==> src/reset_cause_cfg.svh <==
// Purpose: Constants for the reset-cause and reset-source control block
// Assumes: APB with 32-bit data, word-aligned registers, 100 MHz pclk
// Notes:   Register indices are word indices; byte address is index * 4
`ifndef RESET_CAUSE_CFG_SVH
`define RESET_CAUSE_CFG_SVH

// Register word indices (byte address = index * 4)
`define CAUSE_IDX      10'h0ef
`define IRQ_STAT_IDX   10'h0f0
`define IRQ_MASK_IDX   10'h0f1

// Reset-cause register bit positions
`define BIT_USB        7
`define BIT_MEM        6
`define BIT_CMP        5
`define BIT_SW         4
`define BIT_WDT        3
`define BIT_MCD        2
`define BIT_POR        1
`define BIT_PIN        0

// Reset values
`define CAUSE_RST      8'h02
`define IRQ_RST        4'h0

// Interrupt status bit positions (source tripped while not enabled)
`define IRQ_CMP        0
`define IRQ_VDD        1
`define IRQ_MCD        2
`define IRQ_USB        3

// System reset pulse length
`define CLK_PERIOD_NS  10
`define RESET_HOLD_NS  100
`define RESET_HOLD_CYC 4'((`RESET_HOLD_NS + `CLK_PERIOD_NS - 1) / `CLK_PERIOD_NS)

`endif

==> src/reset_cause_pkg.sv <==
// Purpose: Types for the reset-cause and reset-source control block
// Assumes: Constants live in reset_cause_cfg.svh
// Notes:   Sequencer has two states only
package reset_cause_pkg;

	// Reset sequencer state
	typedef enum logic [0:0] {
		ST_RUN  = 1'b0,
		ST_HOLD = 1'b1
	} seq_state_t;

endpackage

==> src/reset_source_control.sv <==
// Purpose: Reset-source enables, software reset, cause flags, APB access
// Assumes: All inputs synchronous to pclk; presetn is the power-on reset
// Notes:   Cause flags and enables survive the system resets they record
`include "reset_cause_cfg.svh"
`timescale 1ns/1ns
`default_nettype none

// Functional notes
// - Bit 7 write enables usb reset; reads 1 if usb caused last reset.
// - Bit 6 read-only; 1 if program store access error caused reset.
// - Bit 5 write enables comparator reset, active low; reads comparator cause.
// - Writing 1 to bit 4 forces reset at once; then reads 1.
// - Bit 3 read-only; 1 if watchdog overflow caused last reset.
// - Bit 2 write enables missing-clock detector; reads detector-caused reset.
// - Bit 1 write enables supply monitor reset; software waits for stability.
// - Bit 1 reads 1 after power-on or supply reset; others then read 0.
// - Bit 0 read-only; 1 if external reset pin caused last reset.
// - Writing 0 disables detector; bit reads 0 after non-detector resets.
// - Internal resets never drive the external reset pin.
// - Usb enabled: reset on bus reset or matching bus-power edge.
module reset_source_control (
	input  wire logic        pclk,
	input  wire logic        presetn,
	input  wire logic        psel,
	input  wire logic        penable,
	input  wire logic        pwrite,
	input  wire logic [11:0] paddr,
	input  wire logic [31:0] pwdata,
	output logic      [31:0] prdata,
	output logic             pready,
	output logic             pslverr,
	input  wire logic        ext_reset_n,
	input  wire logic        watchdog_overflow,
	input  wire logic        program_store_error,
	input  wire logic        comparator_out,
	input  wire logic        supply_ok,
	input  wire logic        clock_missing,
	input  wire logic        usb_bus_reset,
	input  wire logic        bus_power_level,
	input  wire logic        bus_power_edge_polarity,
	output logic             missing_clock_detector_en,
	output logic             sys_reset_n,
	output logic             irq
);

	// Register state
	logic [7:0]                     cause_ff;
	logic                           usb_en_ff;
	logic                           cmp_en_ff;
	logic                           mcd_en_ff;
	logic                           vdd_en_ff;
	logic [3:0]                     irq_stat_ff;
	logic [3:0]                     irq_mask_ff;
	logic                           irq_ff;
	logic [31:0]                    prdata_ff;
	logic                           pready_ff;
	logic                           pslverr_ff;
	logic                           bus_power_prev_ff;
	logic [3:0]                     hold_cnt_ff;
	logic                           sys_reset_n_ff;
	logic                           edge_armed_ff;
	logic                           det_en_ff;
	reset_cause_pkg::seq_state_t    state_ff;
	reset_cause_pkg::seq_state_t    nxt_state;
	logic [3:0]                     nxt_hold_cnt;
	logic [7:0]                     nxt_cause;
	logic [3:0]                     nxt_irq_stat;
	logic [31:0]                    nxt_prdata;

	// Decoded bus and source terms
	logic                           sel_cause;
	logic                           sel_stat;
	logic                           sel_mask;
	logic                           sel_any;
	logic                           apb_done;
	logic                           apb_wr;
	logic                           sw_trip;
	logic                           bus_power_edge;
	logic                           usb_event;
	logic                           cmp_trip;
	logic                           vdd_trip;
	logic                           mcd_trip;
	logic                           usb_trip;
	logic                           pin_trip;
	logic                           cause_hit;
	logic                           running;
	logic [3:0]                     blocked;

	// Address decode on word index; low address bits must be zero
	assign sel_cause = (paddr[11:2] == `CAUSE_IDX) && (paddr[1:0] == 2'h0);
	assign sel_stat  = (paddr[11:2] == `IRQ_STAT_IDX) && (paddr[1:0] == 2'h0);
	assign sel_mask  = (paddr[11:2] == `IRQ_MASK_IDX) && (paddr[1:0] == 2'h0);
	assign sel_any   = sel_cause | sel_stat | sel_mask;

	// Transfer completes at the edge that samples pready high
	assign apb_done = psel & penable & pready_ff;
	assign apb_wr   = apb_done & pwrite & sel_any;

	// Software force; only acts while the system is running
	assign running = (state_ff == reset_cause_pkg::ST_RUN);
	assign sw_trip = apb_wr & sel_cause & pwdata[`BIT_SW];

	// Bus-power edge matching the selected polarity; none until armed
	always_comb begin
		if (!edge_armed_ff) begin
			bus_power_edge = 1'b0;
		end else if (bus_power_edge_polarity) begin
			bus_power_edge = bus_power_level & ~bus_power_prev_ff;
		end else begin
			bus_power_edge = ~bus_power_level & bus_power_prev_ff;
		end
	end
	assign usb_event = usb_bus_reset | bus_power_edge;

	// Enabled reset sources
	assign pin_trip = ~ext_reset_n;
	assign usb_trip = usb_event & usb_en_ff;
	assign cmp_trip = ~comparator_out & cmp_en_ff;
	assign vdd_trip = ~supply_ok & vdd_en_ff;
	assign mcd_trip = clock_missing & mcd_en_ff;

	// Source events that occur while their enable is off
	assign blocked[`IRQ_CMP] = ~comparator_out & ~cmp_en_ff;
	assign blocked[`IRQ_VDD] = ~supply_ok & ~vdd_en_ff;
	assign blocked[`IRQ_MCD] = clock_missing & ~mcd_en_ff;
	assign blocked[`IRQ_USB] = usb_event & ~usb_en_ff;

	// Pick one cause; pin and supply first, software last
	// A held pin always wins, so a pressed button is what gets reported
	always_comb begin
		nxt_cause = 8'h00;
		cause_hit = 1'b1;
		if (pin_trip) begin
			nxt_cause[`BIT_PIN] = 1'b1;
		end else if (vdd_trip) begin
			nxt_cause[`BIT_POR] = 1'b1;
		end else if (program_store_error) begin
			nxt_cause[`BIT_MEM] = 1'b1;
		end else if (watchdog_overflow) begin
			nxt_cause[`BIT_WDT] = 1'b1;
		end else if (mcd_trip) begin
			nxt_cause[`BIT_MCD] = 1'b1;
		end else if (cmp_trip) begin
			nxt_cause[`BIT_CMP] = 1'b1;
		end else if (usb_trip) begin
			nxt_cause[`BIT_USB] = 1'b1;
		end else if (sw_trip) begin
			nxt_cause[`BIT_SW] = 1'b1;
		end else begin
			cause_hit = 1'b0;
		end
	end

	// Sequencer: enter hold on a cause, stay while the pin is low
	// A level still active when the hold ends trips again at once
	always_comb begin
		nxt_state    = state_ff;
		nxt_hold_cnt = hold_cnt_ff;
		unique case (state_ff)
			reset_cause_pkg::ST_RUN: begin
				if (cause_hit) begin
					nxt_state    = reset_cause_pkg::ST_HOLD;
					nxt_hold_cnt = `RESET_HOLD_CYC;
				end
			end
			reset_cause_pkg::ST_HOLD: begin
				if (pin_trip) begin
					nxt_hold_cnt = `RESET_HOLD_CYC;
				end else if (hold_cnt_ff > 4'h1) begin
					nxt_hold_cnt = hold_cnt_ff - 4'h1;
				end else begin
					nxt_hold_cnt = 4'h0;
					nxt_state    = reset_cause_pkg::ST_RUN;
				end
			end
		endcase
	end

	// Sequencer state and hold counter
	always_ff @(posedge pclk or negedge presetn) begin
		if (!presetn) begin
			state_ff    <= reset_cause_pkg::ST_RUN;
			hold_cnt_ff <= 4'h0;
		end else begin
			state_ff    <= nxt_state;
			hold_cnt_ff <= nxt_hold_cnt;
		end
	end

	// System reset output; the external pin is input only
	// Registered so decode glitches never reach the reset net
	always_ff @(posedge pclk or negedge presetn) begin
		if (!presetn) begin
			sys_reset_n_ff <= 1'b0;
		end else begin
			sys_reset_n_ff <= (nxt_state == reset_cause_pkg::ST_RUN);
		end
	end

	// Cause flags: power-on value marks the supply flag
	// Trips seen during the hold are not recorded
	always_ff @(posedge pclk or negedge presetn) begin
		if (!presetn) begin
			cause_ff <= `CAUSE_RST;
		end else if (running && cause_hit) begin
			cause_ff <= nxt_cause;
		end
	end

	// Source enables, written from whole register values
	// Read-only positions are never stored; presetn or a write of 0 clears an enable
	always_ff @(posedge pclk or negedge presetn) begin
		if (!presetn) begin
			usb_en_ff <= 1'b0;
			cmp_en_ff <= 1'b0;
			mcd_en_ff <= 1'b0;
			vdd_en_ff <= 1'b0;
		end else if (apb_wr && sel_cause) begin
			usb_en_ff <= pwdata[`BIT_USB];
			cmp_en_ff <= pwdata[`BIT_CMP];
			mcd_en_ff <= pwdata[`BIT_MCD];
			vdd_en_ff <= pwdata[`BIT_POR];
		end
	end

	// Detector enable copy; one cycle behind the stored enable
	always_ff @(posedge pclk or negedge presetn) begin
		if (!presetn) begin
			det_en_ff <= 1'b0;
		end else begin
			det_en_ff <= mcd_en_ff;
		end
	end

	// Previous bus-power level for edge detection
	always_ff @(posedge pclk or negedge presetn) begin
		if (!presetn) begin
			bus_power_prev_ff <= 1'b0;
		end else begin
			bus_power_prev_ff <= bus_power_level;
		end
	end

	// Edge detector armed one cycle after power-on, so a bus
	// already powered at release does not look like a fresh edge
	always_ff @(posedge pclk or negedge presetn) begin
		if (!presetn) begin
			edge_armed_ff <= 1'b0;
		end else begin
			edge_armed_ff <= 1'b1;
		end
	end

	// Sticky status: set wins over write-one-to-clear
	// An event in the clearing cycle is never lost
	always_comb begin
		nxt_irq_stat = irq_stat_ff;
		if (apb_wr && sel_stat) begin
			nxt_irq_stat = irq_stat_ff & ~pwdata[3:0];
		end
		nxt_irq_stat = nxt_irq_stat | blocked;
	end

	// Interrupt status register
	always_ff @(posedge pclk or negedge presetn) begin
		if (!presetn) begin
			irq_stat_ff <= `IRQ_RST;
		end else begin
			irq_stat_ff <= nxt_irq_stat;
		end
	end

	// Interrupt mask register
	always_ff @(posedge pclk or negedge presetn) begin
		if (!presetn) begin
			irq_mask_ff <= `IRQ_RST;
		end else if (apb_wr && sel_mask) begin
			irq_mask_ff <= pwdata[3:0];
		end
	end

	// Level interrupt from unmasked status
	always_ff @(posedge pclk or negedge presetn) begin
		if (!presetn) begin
			irq_ff <= 1'b0;
		end else begin
			irq_ff <= |(nxt_irq_stat & irq_mask_ff);
		end
	end

	// Read data mux; writes to read-only cause bits are dropped
	always_comb begin
		nxt_prdata = 32'h0000_0000;
		if (sel_cause) begin
			nxt_prdata[7:0] = cause_ff;
		end else if (sel_stat) begin
			nxt_prdata[3:0] = irq_stat_ff;
		end else if (sel_mask) begin
			nxt_prdata[3:0] = irq_mask_ff;
		end
	end

	// One wait state: pready rises in the second access cycle
	// Writes act only at the edge that sees it high, never earlier
	always_ff @(posedge pclk or negedge presetn) begin
		if (!presetn) begin
			pready_ff  <= 1'b0;
			pslverr_ff <= 1'b0;
		end else if (psel && penable && !pready_ff) begin
			pready_ff  <= 1'b1;
			pslverr_ff <= ~sel_any;
		end else begin
			pready_ff  <= 1'b0;
			pslverr_ff <= 1'b0;
		end
	end

	// Read data stands only beside pready; zero otherwise
	always_ff @(posedge pclk or negedge presetn) begin
		if (!presetn) begin
			prdata_ff <= 32'h0000_0000;
		end else if (psel && penable && !pready_ff) begin
			prdata_ff <= nxt_prdata;
		end else begin
			prdata_ff <= 32'h0000_0000;
		end
	end

	// Output wiring
	assign prdata      = prdata_ff;
	assign pready      = pready_ff;
	assign pslverr     = pslverr_ff;
	assign sys_reset_n = sys_reset_n_ff;
	assign irq         = irq_ff;
	assign missing_clock_detector_en = det_en_ff;

endmodule
`default_nettype wire

==> config.mk <==
export PLATFORM = sky130hd
export DESIGN_NAME = reset_source_control
export DESIGN_NICKNAME = d
export VERILOG_FILES = /design/src/reset_cause_pkg.sv /design/src/reset_source_control.sv
export VERILOG_INCLUDE_DIRS = /design/src
export SDC_FILE = /design/constraint.sdc
export NUM_CORES = 1
export LEC_CHECK = 0
export ABC_CLOCK_PERIOD_IN_PS = 2200
export BUFFER_PORTS_ARGS = -buffer_cell sky130_fd_sc_hd__buf_2
export CAP_MARGIN = 20
export CORE_MARGIN = 2
export CORE_UTILIZATION = 47
export DETAILED_ROUTE_END_ITERATION = 10
export GPL_TIMING_DRIVEN = 1
export PLACE_DENSITY = 0.82
export SYNTH_ARGS = -nofsm -noshare
export SYNTH_HDL_FRONTEND = slang
export SYNTH_SLANG_ARGS = --single-unit
==> constraint.sdc <==
create_clock -name pclk -period 2.2 [get_ports pclk]
set_input_delay 0.33 -clock pclk [delete_from_list [all_inputs] [get_ports pclk]]
set_output_delay 0.33 -clock pclk [all_outputs]
set_load 0.01 [all_outputs]
**Word-level counts from Yosys, hierarchy flattened**

Index checks and enable logic that the tools add are counted.

- $add $sub $neg: 1
- Order comparisons: 1
- Equality and inequality tests: 4
- Mux-type cells: 45
- Bitwise gates (word level): 34
- Reduce and logical (&&, ||, !) cells: 12

Operators with widths:

| operator | count |
|---|---|
| 2-to-1 mux 4 bit | 9 |
| == test 10 x 8 -> 1 bit, second input constant | 3 |
| 2-to-1 mux 1 bit | 29 |
| bitwise AND 1 bit | 16 |
| inverter 1 bit | 11 |
| logical AND 1 bit | 9 |
| bitwise AND 4 bit | 2 |
| 2-to-1 mux 8 bit | 1 |
| case mux 4 bit (2 select lines) | 1 |
| 2-to-1 mux 7 bit | 1 |
| 2-to-1 mux 6 bit | 1 |
| greater-than comparator 4 x 1 -> 1 bit, second input constant | 1 |
| 2-to-1 mux 2 bit | 2 |
| inverter 4 bit | 1 |
| OR 4 bit | 1 |
| OR reduction 4 bit | 1 |
| subtractor 4 x 1 -> 4 bit, second input constant | 1 |
| OR 1 bit | 3 |
| zero test 2 bit | 1 |
| inequality test 2 bit, second input constant | 1 |
| case mux 1 bit (2 select lines) | 1 |
| zero test 1 bit | 1 |

- Register bits: 64
- Bits of input ports: 58

**Depth between registers and ports, before layout**

- Depth after elaboration: 18
- Mapped depth: 7
- Mapped depth without buffers: 7

**Worst setup path before layout**

No wires, ideal clock.

- Path kind: input to register
- Start: in paddr[2]
- End: reg cause_ff[0]
- Setup time: 0.079 ns
- Arrival: 1.672 ns
- Data required time: 2.121 ns
- Path slack: 0.449 ns
- Stages: 7
- Path through: buf_6 > nand4_2 > or3b_1 > buf_6 > o41ai_2 > o21a_2 > mux2i_1

- Longest elaborated chain between the ends: 16
- Elaborated cells between the ends (all ways): 20
- Classes of those cells: 3 x eq/ne; 8 x mux; 5 x bitwise; 4 x reduce/logical

Ends and longest elaborated chain:

| item | line | RTL |
|---|---|---|
| start, declared | reset_source_control.sv:27 | `input wire logic [11:0] paddr,` |
| == test 10 x 8 -> 1 bit (no line) | -- |  |
| logical AND 1 bit (on tied branches) | reset_source_control.sv:90, reset_source_control.sv:91 |  |
| OR 1 bit (2 in a row) | reset_source_control.sv:93 | `assign sel_any = sel_cause \| sel_stat \| sel_mask;` |
| bitwise AND 1 bit | reset_source_control.sv:97 | `assign apb_wr = apb_done & pwrite & sel_any;` |
| bitwise AND 1 bit (*) (2 in a row) | reset_source_control.sv:101 | `` assign sw_trip = apb_wr & sel_cause & pwdata[`BIT_SW]; `` |
| 2-to-1 mux 1 bit (*) | reset_source_control.sv:147 | `end else if (sw_trip) begin` |
| 2-to-1 mux 1 bit (*) | reset_source_control.sv:145 | `end else if (usb_trip) begin` |
| 2-to-1 mux 1 bit (*) | reset_source_control.sv:143 | `end else if (cmp_trip) begin` |
| 2-to-1 mux 1 bit (*) | reset_source_control.sv:141 | `end else if (mcd_trip) begin` |
| 2-to-1 mux 1 bit (*) | reset_source_control.sv:139 | `end else if (watchdog_overflow) begin` |
| 2-to-1 mux 1 bit (*) | reset_source_control.sv:137 | `end else if (program_store_error) begin` |
| 2-to-1 mux 1 bit (*) | reset_source_control.sv:135 | `end else if (vdd_trip) begin` |
| 2-to-1 mux 1 bit (*) | reset_source_control.sv:133 | `if (pin_trip) begin` |
| logical AND 1 bit (*) | reset_source_control.sv:205 | `end else if (running && cause_hit) begin` |
| end signal, assigned | reset_source_control.sv:204 | `` cause_ff <= `CAUSE_RST; `` |
| end signal, assigned | reset_source_control.sv:206 | `cause_ff <= nxt_cause;` |
| end, declared | reset_source_control.sv:47 | `logic [7:0] cause_ff;` |

Every way passes the cells marked *; elsewhere a longest branch is shown, timed or not.
A chain may end at the register's enable or synchronous reset.

**Worst setup path in the final report**

- Start: in paddr[3]
- End: reg irq_ff, in the netlist irq

- Longest elaborated chain between the ends: 10
- Elaborated cells between the ends (all ways): 14
- Classes of those cells: 3 x eq/ne; 1 x mux; 5 x bitwise; 5 x reduce/logical

Ends and longest elaborated chain:

| item | line | RTL |
|---|---|---|
| == test 10 x 8 -> 1 bit (no line) | -- |  |
| logical AND 1 bit (on tied branches) | reset_source_control.sv:90, reset_source_control.sv:91 |  |
| OR 1 bit (2 in a row) | reset_source_control.sv:93 |  |
| bitwise AND 1 bit | reset_source_control.sv:97 |  |
| logical AND 1 bit (*) | reset_source_control.sv:258 | `if (apb_wr && sel_stat) begin` |
| 2-to-1 mux 4 bit (*) | reset_source_control.sv:258 |  |
| OR 4 bit (*) | reset_source_control.sv:261 | `nxt_irq_stat = nxt_irq_stat \| blocked;` |
| bitwise AND 4 bit (*) | reset_source_control.sv:287 | `irq_ff <= \|(nxt_irq_stat & irq_mask_ff);` |
| OR reduction 4 bit (*) | reset_source_control.sv:287 |  |
| end signal, assigned | reset_source_control.sv:287 |  |
| end, declared | reset_source_control.sv:54 | `logic irq_ff;` |

Marks and branches as above.

==> results_dict.tcl <==
set metrics [dict create \
    outcome "finished clean" \
    die_h_um 71.1 \
    powerDensity_nw_per_um2 687 \
    cts.reportedPaths.clkPinSlew_ns 0.07 \
    period_share_pct 83.3 \
    regToRegSetupSlack_ns 0.39 \
    layoutNonFillerInstCount 316 \
    post_cts_resized 0 \
    num_vias 1602 \
    clock_path_buffers 2 \
    final_nets 323 \
    ys_async_sr_fraction_pct 100 \
    grt_pass1_wl_um 6980 \
    insertedDiodeCount 0 \
    cp-end-kind "flip-flop" \
    wl_um 4170 \
    cts_buffers 5 \
    rows 24 \
    p_leak_nw 1.29 \
    gp_congestion 0.833 \
    drc_errors 0 \
    antenna_found_initial 0 \
    min_period_ns 1.83 \
    fmax_ghz 0.546 \
    dp_hpwl_um 3300 \
    track_usage_pct 17.6 \
    area_delta_synth_final_pct 17.3 \
    synthCells 206 \
    drive_gt1_share_pct 32.2 \
    io_pins 95 \
    setup_viol 0 \
    criticalPathCategory "in2reg" \
    cts_setup_buffers 0 \
    skew_ns 0.0113 \
    first_pass_iters 4 \
    slew_headroom_pct 62.2 \
    ir_drop_v 0.000477 \
    avgRoutedWirePerCell_um 13.2 \
    synth_flop_cell "dfrtp_1" \
    synth_cell_types 46 \
    cts_sinks 40 \
    drtIter0Drc 116 \
    hp-class "in2reg" \
    dieWidth_um 71.1 \
    cts_tree "done" \
    die_area_um2 5060 \
    cp-startpoint "paddr[3]" \
    grt_max_degree 24 \
    ys_warn_count 0 \
    drv_slew 0 \
    r2r_start "vdd_en_ff" \
    first_global_vias 1590 \
    tightest_slew_ns 0.559 \
    synth_edf_count 0 \
    rsz0062_at_grt "false" \
    start_kind "input port" \
    setup_tns_ns 0 \
    htreeDepth 2 \
    timing_hold_violations_final 0 \
    core_area_um2 4350 \
    ys_ff_latch 40 \
    via_per_inst 5.07 \
    syn_avg_cell_area_um2 10.3 \
    grt_overflow 0 \
    max_cap_violations 0 \
    crit_arrival_ns 1.99 \
    endpoint "irq" \
    crit_path_max_fanout 3 \
    syn_area_um2 2120 \
    dp.cells 307 \
    ant_nets 0 \
    synth-seq-area-share_pct 47.3 \
    r2r_end "hold_cnt_ff[3]" \
    cts-root-buf "clkbuf_8" \
    rr_worst_depth 5 \
    insertion_delay_ns 0.28 \
    initial_utilization_pct 48.6 \
    critPathRequiredTime_ns 2.36 \
    io_buffers 45 \
]
==> cell usage in the layout (no fill, tap or decap), types with 8 or more instances in the layout <==
master,count
buf_2,45
dfrtp_1,39
conb_1,25
nor2_1,16
inv_1,15
a21oi_1,14
nand2_1,11
o21ai_0,11
mux2_2,8
buf_4,8
==> per-layer routing <==
layer / vias to the layer above / track usage (%) / share of wire (%)
li1: 777 / - / -
met1: 763 / 22.7 / 43
met2: 60 / 30.8 / 50
met3: 2 / 3.70 / 6.3
met4: 0 / 3.35 / 0.31
met5: - / 0 / 0
==> Yosys cell counts, types with 2 or more instances <==
library cell / n / share of area (%)
ha_1: 2 / 1.2
nand2_1: 11 / 1.9
buf_4: 24 / 8.5
o2bb2ai_1: 2 / 0.83
mux2_2: 8 / 4.3
inv_1: 15 / 2.7
nor3_4: 2 / 1.5
conb_1: 2 / 0.35
nor2_1: 16 / 2.8
mux2i_1: 5 / 2.4
dfrtp_1: 39 / 46
and3_1: 2 / 0.59
nor2b_1: 6 / 1.8
buf_6: 2 / 1.1
a21oi_1: 14 / 3.3
nor4_1: 3 / 0.89
nor3_1: 6 / 1.4
nor2_2: 2 / 0.59
a21o_1: 3 / 1.1
nand3_1: 6 / 1.4
o21ai_0: 11 / 2.6
==> worst min path at each step <==
stage,startpoint,end,slack (ns),depth (start not counted)
floorplan,presetn,bus_power_prev_ff,0.03,0
global placement,presetn,pslverr,0.27,1
detailed placement,presetn,missing_clock_detector_en,0.28,1
CTS,bus_power_level,bus_power_prev_ff,0.17,1
global route,bus_power_level,bus_power_prev_ff,0.18,1
finish,bus_power_level,bus_power_prev_ff,0.19,1
==> cells by family (layout without fill, tap and decap cells) <==
group                    Yosys count  after routing  share of synthesized area, %
AND/OR/NAND/NOR                   68             68                          20.1
flip-flops                        40             40                          47.3
AO/OA/AOI/OAI                     39             39                          12.0
other                              2             25                         0.355
buffers and inverters             42             77                          12.4
adder cells (fa/ha/maj)            2              2                          1.18
multiplexers                      13             13                          6.62
==> what timing repair did <==
action,4_1_cts,5_1_grt
endpoints found under the hold margin,17,0
hold buffers,1,0
endpoints found under the setup margin,0,0
==> stage by stage <==
| stage | util, % | worst slack, ns | power [mW] | hold WS (ns) | cell area (um2) |
|---|---|---|---|---|---|
| floorplan | - | 0.449 | 1.01 | 0.0344 | 2200 |
| global placement | 53.9 | 0.138 | 1.06 | 0.268 | 2350 |
| detailed placement | 53.9 | 0.0990 | 1.07 | 0.284 | 2350 |
| CTS | 57.1 | 0.392 | 1.72 | 0.175 | 2480 |
| global route | 57.1 | 0.157 | 1.79 | 0.176 | 2480 |
| finish | 57.1 | 0.367 | 1.71 | 0.186 | 2480 |
==> flip-flops by register name (all words and copies together), names as in the netlist <==
| name | cells |
|---|---|
| missing_clock_detector_en | 1 |
| usb_en_ff | 1 |
| sys_reset_n | 1 |
| pslverr | 1 |
| pready | 1 |
| irq_stat_ff | 4 |
| mcd_en_ff | 1 |
| irq | 1 |
| state_ff | 1 |
| bus_power_prev_ff | 1 |
| vdd_en_ff | 1 |
| hold_cnt_ff | 4 |
| edge_armed_ff | 1 |
| cause_ff | 8 |
| cmp_en_ff | 1 |
| irq_mask_ff | 4 |
| prdata | 8 |
==> worst max-delay path, cell delays in order <==
cell and delay (ns):
buf_2 0.12, nor4b_4 0.37, nand2_1 0.14, nor4_2 0.46, a21oi_1 0.16, a2111o_1 0.42
==> power by group <==
part,total [mW],internal (mW),switching (mW)
clock network,0.646,0.400,0.246
logic,0.219,0.0883,0.131
registers,0.843,0.807,0.0361
==> layout make-up <==
cell class / instances / area [um2]
clock inverter: 1 / 30.0
timing repair buffer: 54 / 295
multi-input combinational: 147 / 940
sequential: 40 / 1000
clock buffer: 7 / 96.3
inverter: 15 / 56.3
tap: 52 / 65.1
fill: 390 / 1870
Power figures use the tool's default switching activity.
